## src/rtl/dma_xfer_pkg.sv

```systemverilog
// Constants, types and rule summary shared by both ends of the host DMA transfer link.
//
// Contract
// - Software sees flag showing DMA FIFO holds data; status bit 7 here is set when the FIFO is empty instead.
// - Send residual is pointer minus count, masked.
// - Receive residual is masked difference, two's complemented.
// - Bit 5 shows output latch lane full.
// - Bit 6 shows output register lane full.
// - Bit 7 shows input latch lane full.
// - Control two bit 0 shows wide residue.
// - Bits 7-4 count synchronous receive FIFO bytes.
// - Seven bus modes chosen by mode pins.
// - Transfers may start or end misaligned.
// - Never issue a three-byte bus transfer.
// - Throttling forbids size change within one ownership.
// - Dma control bit 7 enables size throttling.
// - Software keeps snoop mode clear when throttling.
// - Chip test zero bit 7 disables bursting; here control bit 15 disables it instead.
// - Burst, no throttle: align stepwise, then one ownership.
// - Burst plus throttle: burst and longwords share ownership.
// - Neither: group up to burst length per ownership.
// - Throttle only: longwords together, tail separate ownerships.
// - Neither error nor ack waits; ack alone completes.
// - Error alone faults; error with ack retries.
// - Mode 1 retries on bus error plus halt.
// - Unqualified bus error sets status bit 5, stops.
// - Retry re-requests at once with same address, size.
`default_nettype none

package dma_xfer_pkg;

  // ==========================================================================
  // Register offsets (AXI4-Lite byte addresses)
  // ==========================================================================
  localparam logic [7:0] OFF_CTRL = 8'h00;
  localparam logic [7:0] OFF_ADDR = 8'h04;
  localparam logic [7:0] OFF_COUNT = 8'h08;
  localparam logic [7:0] OFF_STATUS = 8'h0C;
  localparam logic [7:0] OFF_FIFO = 8'h10;
  localparam logic [7:0] OFF_SCSI = 8'h14;

  // ==========================================================================
  // Field positions
  // ==========================================================================
  localparam int CTRL_START_BIT = 0;
  localparam int CTRL_DIR_BIT = 1;
  localparam int CTRL_THROTTLE_BIT = 7;
  localparam int CTRL_CACHE_BURST_DISABLE_BIT = 15;
  localparam int CTRL_SNOOP_BIT = 16;
  localparam int STAT_FIFO_EMPTY_BIT = 7;
  localparam int STAT_BUS_FAULT_BIT = 5;
  localparam int STAT_DONE_BIT = 2;
  localparam int STAT_BUSY_BIT = 0;
  localparam int SST_IN_LATCH_BIT = 7;
  localparam int SST_OUT_REG_BIT = 6;
  localparam int SST_OUT_LATCH_BIT = 5;
  localparam int SCSI_CONTROL_TWO_WIDE_BIT = 0;

  // ==========================================================================
  // Reset values, counts and masks
  // ==========================================================================
  localparam logic [31:0] CTRL_RESET = 32'h0000_0000;
  localparam logic [6:0] RESIDUAL_MASK = 7'h7F;
  localparam int BURST_LEN_DEFAULT = 8;
  localparam int CACHE_LINE_BYTES = 16;
  localparam int MODE_COUNT = 7;

  // Transfer sizes as driven on the bus; a three-byte code does not exist.
  typedef enum logic [1:0] {SIZE_BYTE, SIZE_WORD, SIZE_LONG, SIZE_LINE} size_t;

  // Bus modes 1..7 on three mode select pins.
  typedef logic [2:0] bus_mode_t;
  localparam bus_mode_t MODE_ONE = 3'h1;
  localparam bus_mode_t MODE_TWO = 3'h2;

endpackage

`default_nettype wire

```

## src/rtl/dma_host_bus_if.sv

```systemverilog
// Host processor bus between the DMA master and the bus slave with its arbiter.
`default_nettype none

interface dma_host_bus_if;
  import dma_xfer_pkg::*;
  logic bus_req;
  logic bus_grant;
  logic cyc_valid;
  logic cyc_write;
  logic [31:0] cyc_addr;
  size_t cyc_size;
  logic [31:0] cyc_wdata;
  logic [31:0] cyc_rdata;
  logic transfer_ack_in;
  logic transfer_error_in;
  logic bus_error_in;
  logic halt_in;
  bus_mode_t bus_mode;

  modport master (
    output bus_req, cyc_valid, cyc_write, cyc_addr, cyc_size, cyc_wdata,
    input bus_grant, cyc_rdata, transfer_ack_in, transfer_error_in, bus_error_in, halt_in, bus_mode
  );
  modport slave (
    input bus_req, cyc_valid, cyc_write, cyc_addr, cyc_size, cyc_wdata,
    output bus_grant, cyc_rdata, transfer_ack_in, transfer_error_in, bus_error_in, halt_in, bus_mode
  );
endinterface

`default_nettype wire

```

## src/rtl/dma_master.sv

```systemverilog
// DMA master end: AXI4-Lite registers, ownership sequencing and cycle termination decode.
`default_nettype none

module dma_master #(
  parameter int BURST_LEN = dma_xfer_pkg::BURST_LEN_DEFAULT
) (
  input wire logic clock_in,
  input wire logic rst_in,
  dma_host_bus_if.master bus,
  input wire logic [31:0] s_axi_awaddr,
  input wire logic s_axi_awvalid,
  output logic s_axi_awready,
  input wire logic [31:0] s_axi_wdata,
  input wire logic [3:0] s_axi_wstrb,
  input wire logic s_axi_wvalid,
  output logic s_axi_wready,
  output logic [1:0] s_axi_bresp,
  output logic s_axi_bvalid,
  input wire logic s_axi_bready,
  input wire logic [31:0] s_axi_araddr,
  input wire logic s_axi_arvalid,
  output logic s_axi_arready,
  output logic [31:0] s_axi_rdata,
  output logic [1:0] s_axi_rresp,
  output logic s_axi_rvalid,
  input wire logic s_axi_rready,
  input wire logic [6:0] dma_fifo_pointer_in,
  input wire logic [7:0] scsi_status_low_lane_in,
  input wire logic [7:0] scsi_status_high_lane_in,
  input wire logic [7:0] scsi_control_two_in,
  output logic done_out
);
  import dma_xfer_pkg::*;

  // The beat counter is eight bits wide, so longer bursts cannot be counted.
  if (BURST_LEN < 1 || BURST_LEN > 255)
  begin
    $error("BURST_LEN out of range");
  end

  typedef enum {ST_IDLE, ST_REQ, ST_CYCLE, ST_RELEASE} state_t;

  state_t state_q;
  logic [31:0] ctrl_q;
  logic [31:0] addr_q;
  logic [23:0] dma_byte_counter_q;
  logic fault_q;
  logic done_q;
  logic [7:0] beats_q;
  logic aligned_q;
  size_t own_size_q;
  size_t cur_size;
  logic [4:0] cur_bytes;
  logic new_own;
  logic aw_hold_q;
  logic w_hold_q;
  logic [31:0] aw_addr_q;
  logic [31:0] w_data_q;
  logic bvalid_q;
  logic rvalid_q;
  logic [31:0] rdata_q;
  logic req_q;
  logic cyc_q;
  logic is_retry;
  logic is_fault;
  logic is_ack;
  logic [6:0] residual;

  // Size chosen for the next cycle; a byte count of three is never emitted.
  function automatic size_t pick_size(input logic [31:0] a, input logic [23:0] n, input logic cache_burst_disable);
    if (a[0] || n < 24'd2)
      return SIZE_BYTE;
    else if (a[1] || n < 24'd4)
      return SIZE_WORD;
    else if (!cache_burst_disable && a[3:0] == 4'h0 && n >= 24'(CACHE_LINE_BYTES))
      return SIZE_LINE;
    else
      return SIZE_LONG;
  endfunction

  function automatic logic [4:0] size_bytes(input size_t s);
    unique case (s)
      SIZE_BYTE: return 5'd1;
      SIZE_WORD: return 5'd2;
      SIZE_LONG: return 5'd4;
      SIZE_LINE: return 5'd16;
    endcase
  endfunction

  assign cur_size = pick_size(addr_q, dma_byte_counter_q, ctrl_q[CTRL_CACHE_BURST_DISABLE_BIT]);
  assign cur_bytes = size_bytes(cur_size);

  // Decide whether the next cycle must start a fresh bus ownership.
  always_comb
  begin
    new_own = 1'b0;
    if (ctrl_q[CTRL_THROTTLE_BIT])
      // Line and longword count as one size; any other change splits.
      new_own = (!((own_size_q == SIZE_LINE || own_size_q == SIZE_LONG)
                  && (cur_size == SIZE_LINE || cur_size == SIZE_LONG)) && own_size_q != cur_size)
                || (!ctrl_q[CTRL_CACHE_BURST_DISABLE_BIT] && !aligned_q);
    else if (!ctrl_q[CTRL_CACHE_BURST_DISABLE_BIT])
      // Until a cycle starts on a line boundary every cycle is its own ownership.
      new_own = !aligned_q;
    else
      new_own = beats_q >= 8'(BURST_LEN);
  end

  // Termination decode; mode 1 retries on bus error with halt.
  assign is_retry = (bus.bus_mode == MODE_ONE) ? (bus.bus_error_in && bus.halt_in)
                    : (bus.transfer_error_in && bus.transfer_ack_in);
  assign is_fault = (bus.bus_mode == MODE_ONE) ? (bus.bus_error_in && !bus.halt_in)
                    : (bus.transfer_error_in && !bus.transfer_ack_in);
  assign is_ack = bus.transfer_ack_in && !bus.transfer_error_in && !bus.bus_error_in;

  // ==========================================================================
  // Ownership and cycle sequencing
  // ==========================================================================
  always_ff @(posedge clock_in)
  begin
    if (rst_in)
    begin
      state_q <= ST_IDLE;
      req_q <= 1'b0;
      cyc_q <= 1'b0;
      beats_q <= 8'h00;
      own_size_q <= SIZE_BYTE;
      aligned_q <= 1'b0;
    end
    else
    begin
      unique case (state_q)
        ST_IDLE:
        begin
          aligned_q <= 1'b0;
          if (ctrl_q[CTRL_START_BIT] && dma_byte_counter_q != 24'h0 && !fault_q)
          begin
            state_q <= ST_REQ;
            req_q <= 1'b1;
          end
        end
        ST_REQ:
        begin
          // A dropped request is raised again first, so a stale grant never opens a cycle.
          if (!req_q)
            req_q <= 1'b1;
          else if (bus.bus_grant)
          begin
            state_q <= ST_CYCLE;
            cyc_q <= 1'b1;
            own_size_q <= cur_size;
            beats_q <= 8'h01;
            aligned_q <= aligned_q || addr_q[3:0] == 4'h0;
          end
        end
        ST_CYCLE:
        begin
          if (is_retry || is_fault)
          begin
            // Drop the bus; a retry asks again at once with address and size kept.
            cyc_q <= 1'b0;
            req_q <= 1'b0;
            state_q <= is_retry ? ST_REQ : ST_IDLE;
          end
          else if (is_ack)
          begin
            cyc_q <= 1'b0;
            state_q <= ST_RELEASE;
          end
        end
        ST_RELEASE:
        begin
          // The bus stays owned while the next cycle may join this ownership.
          if (dma_byte_counter_q == 24'h0 || new_own)
          begin
            req_q <= 1'b0;
            state_q <= (dma_byte_counter_q == 24'h0) ? ST_IDLE : ST_REQ;
          end
          else
          begin
            state_q <= ST_CYCLE;
            cyc_q <= 1'b1;
            beats_q <= beats_q + 8'h01;
            own_size_q <= cur_size;
            aligned_q <= aligned_q || addr_q[3:0] == 4'h0;
          end
        end
      endcase
    end
  end

  // ==========================================================================
  // Address, count and status
  // ==========================================================================
  always_ff @(posedge clock_in)
  begin
    if (rst_in)
    begin
      addr_q <= 32'h0000_0000;
      dma_byte_counter_q <= 24'h00_0000;
      fault_q <= 1'b0;
      done_q <= 1'b0;
    end
    else
    begin
      if (state_q == ST_CYCLE && is_ack)
      begin
        addr_q <= addr_q + 32'(cur_bytes);
        dma_byte_counter_q <= dma_byte_counter_q - 24'(cur_bytes);
        done_q <= dma_byte_counter_q == 24'(cur_bytes);
      end
      if (state_q == ST_CYCLE && is_fault)
        fault_q <= 1'b1;
      if (aw_hold_q && w_hold_q && !bvalid_q && aw_addr_q[7:0] == OFF_ADDR)
        addr_q <= w_data_q;
      if (aw_hold_q && w_hold_q && !bvalid_q && aw_addr_q[7:0] == OFF_COUNT)
        dma_byte_counter_q <= w_data_q[23:0];
      // Reading status clears the sticky flags unless a new event lands the same cycle.
      if (s_axi_arvalid && !rvalid_q && s_axi_araddr[7:0] == OFF_STATUS)
      begin
        if (!(state_q == ST_CYCLE && is_fault))
          fault_q <= 1'b0;
        if (!(state_q == ST_CYCLE && is_ack && dma_byte_counter_q == 24'(cur_bytes)))
          done_q <= 1'b0;
      end
    end
  end

  // ==========================================================================
  // AXI4-Lite register slave
  // ==========================================================================
  always_ff @(posedge clock_in)
  begin
    if (rst_in)
    begin
      aw_hold_q <= 1'b0;
      w_hold_q <= 1'b0;
      bvalid_q <= 1'b0;
      aw_addr_q <= 32'h0000_0000;
      w_data_q <= 32'h0000_0000;
      ctrl_q <= CTRL_RESET;
    end
    else
    begin
      if (s_axi_awvalid && !aw_hold_q)
      begin
        aw_hold_q <= 1'b1;
        aw_addr_q <= s_axi_awaddr;
      end
      if (s_axi_wvalid && !w_hold_q)
      begin
        w_hold_q <= 1'b1;
        w_data_q <= s_axi_wdata;
      end
      if (aw_hold_q && w_hold_q && !bvalid_q)
      begin
        bvalid_q <= 1'b1;
        if (aw_addr_q[7:0] == OFF_CTRL && s_axi_wstrb != 4'h0)
          ctrl_q <= w_data_q;
      end
      else if (state_q != ST_IDLE && ctrl_q[CTRL_START_BIT])
        ctrl_q[CTRL_START_BIT] <= 1'b0;
      if (bvalid_q && s_axi_bready)
      begin
        bvalid_q <= 1'b0;
        aw_hold_q <= 1'b0;
        w_hold_q <= 1'b0;
      end
    end
  end

  // Residual count: send uses the masked difference, receive its two's complement.
  assign residual = ctrl_q[CTRL_DIR_BIT]
                    ? 7'((~((dma_fifo_pointer_in - dma_byte_counter_q[6:0]) & RESIDUAL_MASK)) + 7'h01)
                    : ((dma_fifo_pointer_in - dma_byte_counter_q[6:0]) & RESIDUAL_MASK);

  always_ff @(posedge clock_in)
  begin
    if (rst_in)
    begin
      rvalid_q <= 1'b0;
      rdata_q <= 32'h0000_0000;
    end
    else if (s_axi_arvalid && !rvalid_q)
    begin
      rvalid_q <= 1'b1;
      unique case (s_axi_araddr[7:0])
        OFF_CTRL: rdata_q <= ctrl_q;
        OFF_ADDR: rdata_q <= addr_q;
        OFF_COUNT: rdata_q <= {8'h00, dma_byte_counter_q};
        // FIFO empty flag, fault, done and busy.
        OFF_STATUS: rdata_q <= {24'h00_0000, residual == 7'h00, 1'b0, fault_q, 2'h0, done_q, 1'b0,
                                state_q != ST_IDLE};
        OFF_FIFO: rdata_q <= {25'h000_0000, residual};
        // Lane status bits 7..4 and the wide residue bit pass through.
        OFF_SCSI: rdata_q <= {8'h00, scsi_control_two_in, scsi_status_high_lane_in, scsi_status_low_lane_in};
        default: rdata_q <= 32'h0000_0000;
      endcase
    end
    else if (rvalid_q && s_axi_rready)
      rvalid_q <= 1'b0;
  end

  assign s_axi_awready = !aw_hold_q;
  assign s_axi_wready = !w_hold_q;
  assign s_axi_bvalid = bvalid_q;
  assign s_axi_bresp = 2'h0;
  assign s_axi_arready = !rvalid_q;
  assign s_axi_rvalid = rvalid_q;
  assign s_axi_rdata = rdata_q;
  assign s_axi_rresp = 2'h0;
  assign bus.bus_req = req_q;
  assign bus.cyc_valid = cyc_q;
  assign bus.cyc_write = ctrl_q[CTRL_DIR_BIT];
  assign bus.cyc_addr = addr_q;
  assign bus.cyc_size = own_size_q;
  assign bus.cyc_wdata = 32'h0000_0000;
  assign done_out = done_q;

endmodule

`default_nettype wire

```

## src/flat_wrapper.sv

```systemverilog
// flat-port wrapper written by rule: the top's interface ports become plain ports
module dma_master_flat import dma_xfer_pkg::*;
#(
  parameter int BURST_LEN = dma_xfer_pkg::BURST_LEN_DEFAULT
)
  (clock_in, rst_in, s_axi_awaddr, s_axi_awvalid, s_axi_awready, s_axi_wdata, s_axi_wstrb, s_axi_wvalid, s_axi_wready, s_axi_bresp, s_axi_bvalid, s_axi_bready, s_axi_araddr, s_axi_arvalid, s_axi_arready, s_axi_rdata, s_axi_rresp, s_axi_rvalid, s_axi_rready, dma_fifo_pointer_in, scsi_status_low_lane_in, scsi_status_high_lane_in, scsi_control_two_in, done_out, bus_bus_req, bus_cyc_valid, bus_cyc_write, bus_cyc_addr, bus_cyc_size, bus_cyc_wdata, bus_bus_grant, bus_cyc_rdata, bus_transfer_ack_in, bus_transfer_error_in, bus_bus_error_in, bus_halt_in, bus_bus_mode);
  dma_host_bus_if bus_i ();
  input wire logic clock_in;
  input wire logic rst_in;
  input wire logic [31:0] s_axi_awaddr;
  input wire logic s_axi_awvalid;
  output logic s_axi_awready;
  input wire logic [31:0] s_axi_wdata;
  input wire logic [3:0] s_axi_wstrb;
  input wire logic s_axi_wvalid;
  output logic s_axi_wready;
  output logic [1:0] s_axi_bresp;
  output logic s_axi_bvalid;
  input wire logic s_axi_bready;
  input wire logic [31:0] s_axi_araddr;
  input wire logic s_axi_arvalid;
  output logic s_axi_arready;
  output logic [31:0] s_axi_rdata;
  output logic [1:0] s_axi_rresp;
  output logic s_axi_rvalid;
  input wire logic s_axi_rready;
  input wire logic [6:0] dma_fifo_pointer_in;
  input wire logic [7:0] scsi_status_low_lane_in;
  input wire logic [7:0] scsi_status_high_lane_in;
  input wire logic [7:0] scsi_control_two_in;
  output logic done_out;
  output wire logic [$bits(bus_i.bus_req)-1:0] bus_bus_req;
  output wire logic [$bits(bus_i.cyc_valid)-1:0] bus_cyc_valid;
  output wire logic [$bits(bus_i.cyc_write)-1:0] bus_cyc_write;
  output wire logic [$bits(bus_i.cyc_addr)-1:0] bus_cyc_addr;
  output wire logic [$bits(bus_i.cyc_size)-1:0] bus_cyc_size;
  output wire logic [$bits(bus_i.cyc_wdata)-1:0] bus_cyc_wdata;
  input wire logic [$bits(bus_i.bus_grant)-1:0] bus_bus_grant;
  input wire logic [$bits(bus_i.cyc_rdata)-1:0] bus_cyc_rdata;
  input wire logic [$bits(bus_i.transfer_ack_in)-1:0] bus_transfer_ack_in;
  input wire logic [$bits(bus_i.transfer_error_in)-1:0] bus_transfer_error_in;
  input wire logic [$bits(bus_i.bus_error_in)-1:0] bus_bus_error_in;
  input wire logic [$bits(bus_i.halt_in)-1:0] bus_halt_in;
  input wire logic [$bits(bus_i.bus_mode)-1:0] bus_bus_mode;
  assign bus_bus_req = bus_i.bus_req;
  assign bus_cyc_valid = bus_i.cyc_valid;
  assign bus_cyc_write = bus_i.cyc_write;
  assign bus_cyc_addr = bus_i.cyc_addr;
  assign bus_cyc_size = bus_i.cyc_size;
  assign bus_cyc_wdata = bus_i.cyc_wdata;
  assign bus_i.bus_grant = bus_bus_grant;
  assign bus_i.cyc_rdata = bus_cyc_rdata;
  assign bus_i.transfer_ack_in = bus_transfer_ack_in;
  assign bus_i.transfer_error_in = bus_transfer_error_in;
  assign bus_i.bus_error_in = bus_bus_error_in;
  assign bus_i.halt_in = bus_halt_in;
  assign bus_i.bus_mode = bus_bus_mode;
  dma_master #(.BURST_LEN(BURST_LEN)) u_core (.clock_in(clock_in), .rst_in(rst_in), .bus(bus_i), .s_axi_awaddr(s_axi_awaddr), .s_axi_awvalid(s_axi_awvalid), .s_axi_awready(s_axi_awready), .s_axi_wdata(s_axi_wdata), .s_axi_wstrb(s_axi_wstrb), .s_axi_wvalid(s_axi_wvalid), .s_axi_wready(s_axi_wready), .s_axi_bresp(s_axi_bresp), .s_axi_bvalid(s_axi_bvalid), .s_axi_bready(s_axi_bready), .s_axi_araddr(s_axi_araddr), .s_axi_arvalid(s_axi_arvalid), .s_axi_arready(s_axi_arready), .s_axi_rdata(s_axi_rdata), .s_axi_rresp(s_axi_rresp), .s_axi_rvalid(s_axi_rvalid), .s_axi_rready(s_axi_rready), .dma_fifo_pointer_in(dma_fifo_pointer_in), .scsi_status_low_lane_in(scsi_status_low_lane_in), .scsi_status_high_lane_in(scsi_status_high_lane_in), .scsi_control_two_in(scsi_control_two_in), .done_out(done_out));
endmodule
```

## config.mk

```make
export PLATFORM = sky130hd
export DESIGN_NAME = dma_master_flat
export DESIGN_NICKNAME = d
export VERILOG_FILES = /design/src/rtl/dma_xfer_pkg.sv /design/src/rtl/dma_host_bus_if.sv /design/src/rtl/dma_master.sv /design/src/flat_wrapper.sv
export SDC_FILE = /design/constraint.sdc
export NUM_CORES = 1
export LEC_CHECK = 0
export ABC_CLOCK_PERIOD_IN_PS = 4000
export BUFFER_PORTS_ARGS = -buffer_cell sky130_fd_sc_hd__buf_4
export CAP_MARGIN = 20
export CORE_UTILIZATION = 40
export CTS_BUF_LIST = sky130_fd_sc_hd__clkbuf_8
export DETAILED_ROUTE_END_ITERATION = 7
export PLACE_DENSITY = 0.7
export SETUP_SLACK_MARGIN = 0.1
export SLEW_MARGIN = 40
export SYNTH_ARGS = -nofsm -noshare
export SYNTH_HDL_FRONTEND = slang
export SYNTH_SLANG_ARGS = --single-unit
```

## constraint.sdc

```tcl
create_clock -name clock_in -period 4 [get_ports clock_in]
set_clock_uncertainty 0.15 [all_clocks]
set_input_delay 0.6 -clock clock_in [delete_from_list [all_inputs] [get_ports clock_in]]
set_output_delay 0.6 -clock clock_in [all_outputs]
set_load 0.005 [all_outputs]
```

==> qor.yml <==
final_area_um2: 11910
synth.area.top_cells: "dfxtp_1 38%, nand2_1 7.7%, a21oi_1 5.9%"
whs_path_depth: 2
synth_top_cell_area_share: 0.3768
maxSlewViolCount: 0
fp.dieW_um: 157.0
drc_errors: 0
place.gp.congestion: 0.8784
grt_pass1_vias: 8035
synthDistinctLibCells: 66
syn_area_per_cell_um2: 7.869
yosysTopAreaCell: "dfxtp_1"
dp.cells: 1676
placed_area_um2: 11240
synth_seq_area_share: 0.3768
synthCells: 1222
finalCoreUtilization: 0.5058
yosys_register_bits: 181
end_kind: "register"
vias: 9027
critPathLaunchType: "register"
max-clock-path-buffers: 2
grt_max_degree: 76
grt.total_usage: 0.2201
worstPathArrival_ps: 4250
path_class: "register to register"
antenna_found_initial: 0
area_growth_pct: 23.84
viasPerCell: 5.242
diodes: 0
hold_viol_final: 0
drive_above_1_share: 0.2288
clk_latency_ps: 480
rrSetupSlack_ps: 1
synth_edf_count: 0
cts.reportedPaths.clkPinSlew_ps: 100
critPathRequiredTime_ps: 4250
cts_tree: "yes"
fmax_mhz: 250.1
crit_start: "u_core.dma_byte_counter_q[5]$_SDFFE_PP0P_"
final-setup-viol-count: 0
start_util: 0.4084
finalWirelength_um: 27510
max_cap_viol_count: 0
drt_iter0_drc: 676
post-route-period-util: 0.9997
max_slew_margin: 0.4539
h-tree-depth: 4
hold_start: "s_axi_awvalid"
min_path_type: "input pin to register"
reg2reg_from: "u_core.dma_byte_counter_q[5]$_SDFFE_PP0P_"
synthArstFlopShare: 0
ios: 289
stdcell_count: 1722
hold-worst-slack_ps: 169.3
min_to: "u_core.aw_hold_q$_SDFFE_PP0P_"
port-buffer-count: 172
grt_pass1_wl_um: 42310
ir_drop_uv: 170.3
worstPathMaxFanout: 6
reg2reg_to: "u_core.dma_byte_counter_q[18]$_SDFFE_PP0P_"
nNetsFinal: 1589
p_leak_nw: 4.727
p_per_area_nw_per_um2: 301.6
setup_slack_ps: 1.063
synth-main-ff-cell: "dfxtp_1"
numCtsBuffers: 17
status: "complete, no violations"
finalCriticalPeriod_ps: 3999
die_h_um: 157.0
r2r_cells: 14
drt-pass1-iter-count: 6
worst_pin_slew_ps: 819.2
rsz0062_at_grt: "true"
yosysWarnings: 0
tns_ps: 0
core_area_um2: 23540
pre_cts_ws_ps: -59.38
synthesis.area_um2: 9615
cts.sinks: 181
root_buffer: "clkbuf_8"
routedWlPerCell_um: 15.98
grt-ovfl-total: 0
total_power_mw: 3.592
num_rows: 56
dieArea_um2: 24660
dp_hpwl_um: 20050
ant_nets: 0
[final cells by class]
type,count,area [µm²]
Fill cell,2299,11630
Multi-Input combinational cell,938,5689
Sequential cell,181,3626
Timing Repair Buffer,224,1689
Tap cell,319,399.1
Clock buffer,17,234.0
Clock inverter,14,161.4
Inverter,29,108.9
[cells in the final DEF, fill, tap and decap left out, types with 6 or more instances in the layout]
master    count
ha_1         15
a22oi_1      29
clkbuf_8     17
mux2i_1      29
mux2_2       11
nand3_1      28
buf_4       222
conb_1       36
dfxtp_1     179
a21oi_1     112
a211oi_1     55
nor3_1       18
nand4_1       7
and2_1        6
o21ai_0      32
nor2_1      150
nor2b_1       8
nand2b_1     11
xor2_1       32
or3_1        11
xnor2_1      33
nand2_1     193
inv_1        27
[flip-flops by register name, indices dropped and copies added, names as in the netlist, 8 cells and up]
register                   count
u_core.s_axi_rdata            32
u_core.aw_addr_q               8
u_core.ctrl_q                 32
u_core.w_data_q               32
u_core.dma_byte_counter_q     24
u_core.bus.cyc_addr           32
u_core.beats_q                 8
[cell usage after synthesis, types with 7 or more instances]
| library cell | n |
|---|---|
| nand2_1 | 198 |
| xor2_1 | 32 |
| nand3_1 | 30 |
| nand2b_1 | 12 |
| and2_1 | 8 |
| or3_1 | 13 |
| nor4_1 | 8 |
| dfxtp_1 | 181 |
| mux2_2 | 11 |
| a22oi_1 | 29 |
| ha_1 | 17 |
| nand4_1 | 7 |
| buf_4 | 36 |
| buf_1 | 7 |
| o21ai_0 | 32 |
| xnor2_1 | 33 |
| nor2b_1 | 12 |
| a211oi_1 | 55 |
| mux2i_1 | 29 |
| nor2_1 | 152 |
| clkbuf_1 | 65 |
| nor3_1 | 22 |
| inv_1 | 29 |
| a21oi_1 | 114 |
[worst max path at each step]
stage	depth (start not counted)	slack, ps	endpoint
finish	14	1	u_core.dma_byte_counter_q[18]$_SDFFE_PP0P_
global route	13	-140	u_core.dma_byte_counter_q[20]$_SDFFE_PP0P_
CTS	12	70	u_core.dma_byte_counter_q[16]$_SDFFE_PP0P_
detailed placement	12	-60	u_core.dma_byte_counter_q[8]$_SDFFE_PP0P_
global placement	12	20	u_core.dma_byte_counter_q[20]$_SDFFE_PP0P_
floorplan	13	-80	u_core.dma_byte_counter_q[20]$_SDFFE_PP0P_
[worst max-delay path, cell delays in order, from the launching register on]
cell	delay, ps
dfxtp_2	330
or4_4	540
or4_4	470
nor3_4	220
a21o_1	190
ha_2	190
inv_2	40
fa_2	330
a211o_1	280
a211o_1	330
or2_4	300
buf_4	160
nor2_4	100
xnor2_1	70
a211oi_1	190
[power breakdown]
part	switching, mW	internal [mW]	total (mW)
clock	0.774	0.470	1.24
sequential	0.0503	1.84	1.89
combinational	0.245	0.212	0.458
[cells by family after synthesis]
family          after synthesis  share of synthesized area
compound gates              277                     0.1828
xor+xnor                     65                    0.05921
fa+ha+maj                    20                    0.02837
buf+inv                     138                    0.06805
flops                       181                     0.3768
mux                          43                    0.05049
other cells                   1                  0.0003900
simple gates                497                     0.2338
[timing repair]
item | in CTS | in global routing
setup buffers | 4 | 11
hold buffers | 0 | 0
pin swaps | 2 | 35
resized for setup | 4 | 35
setup endpoints to repair | 25 | 37
[per-layer routing]
| layer | vias to the layer above | part of all wire | GRT usage |
|---|---|---|---|
| met1 | 4177 | 0.49 | 0.3297 |
| met3 | 26 | 0.074 | 0.04020 |
| met5 | - | 0 | 0 |
| met2 | 325 | 0.42 | 0.3170 |
| met4 | 0 | 0.014 | 0.06288 |
| li1 | 4499 | - | - |
(Power assumes the default switching activity.)
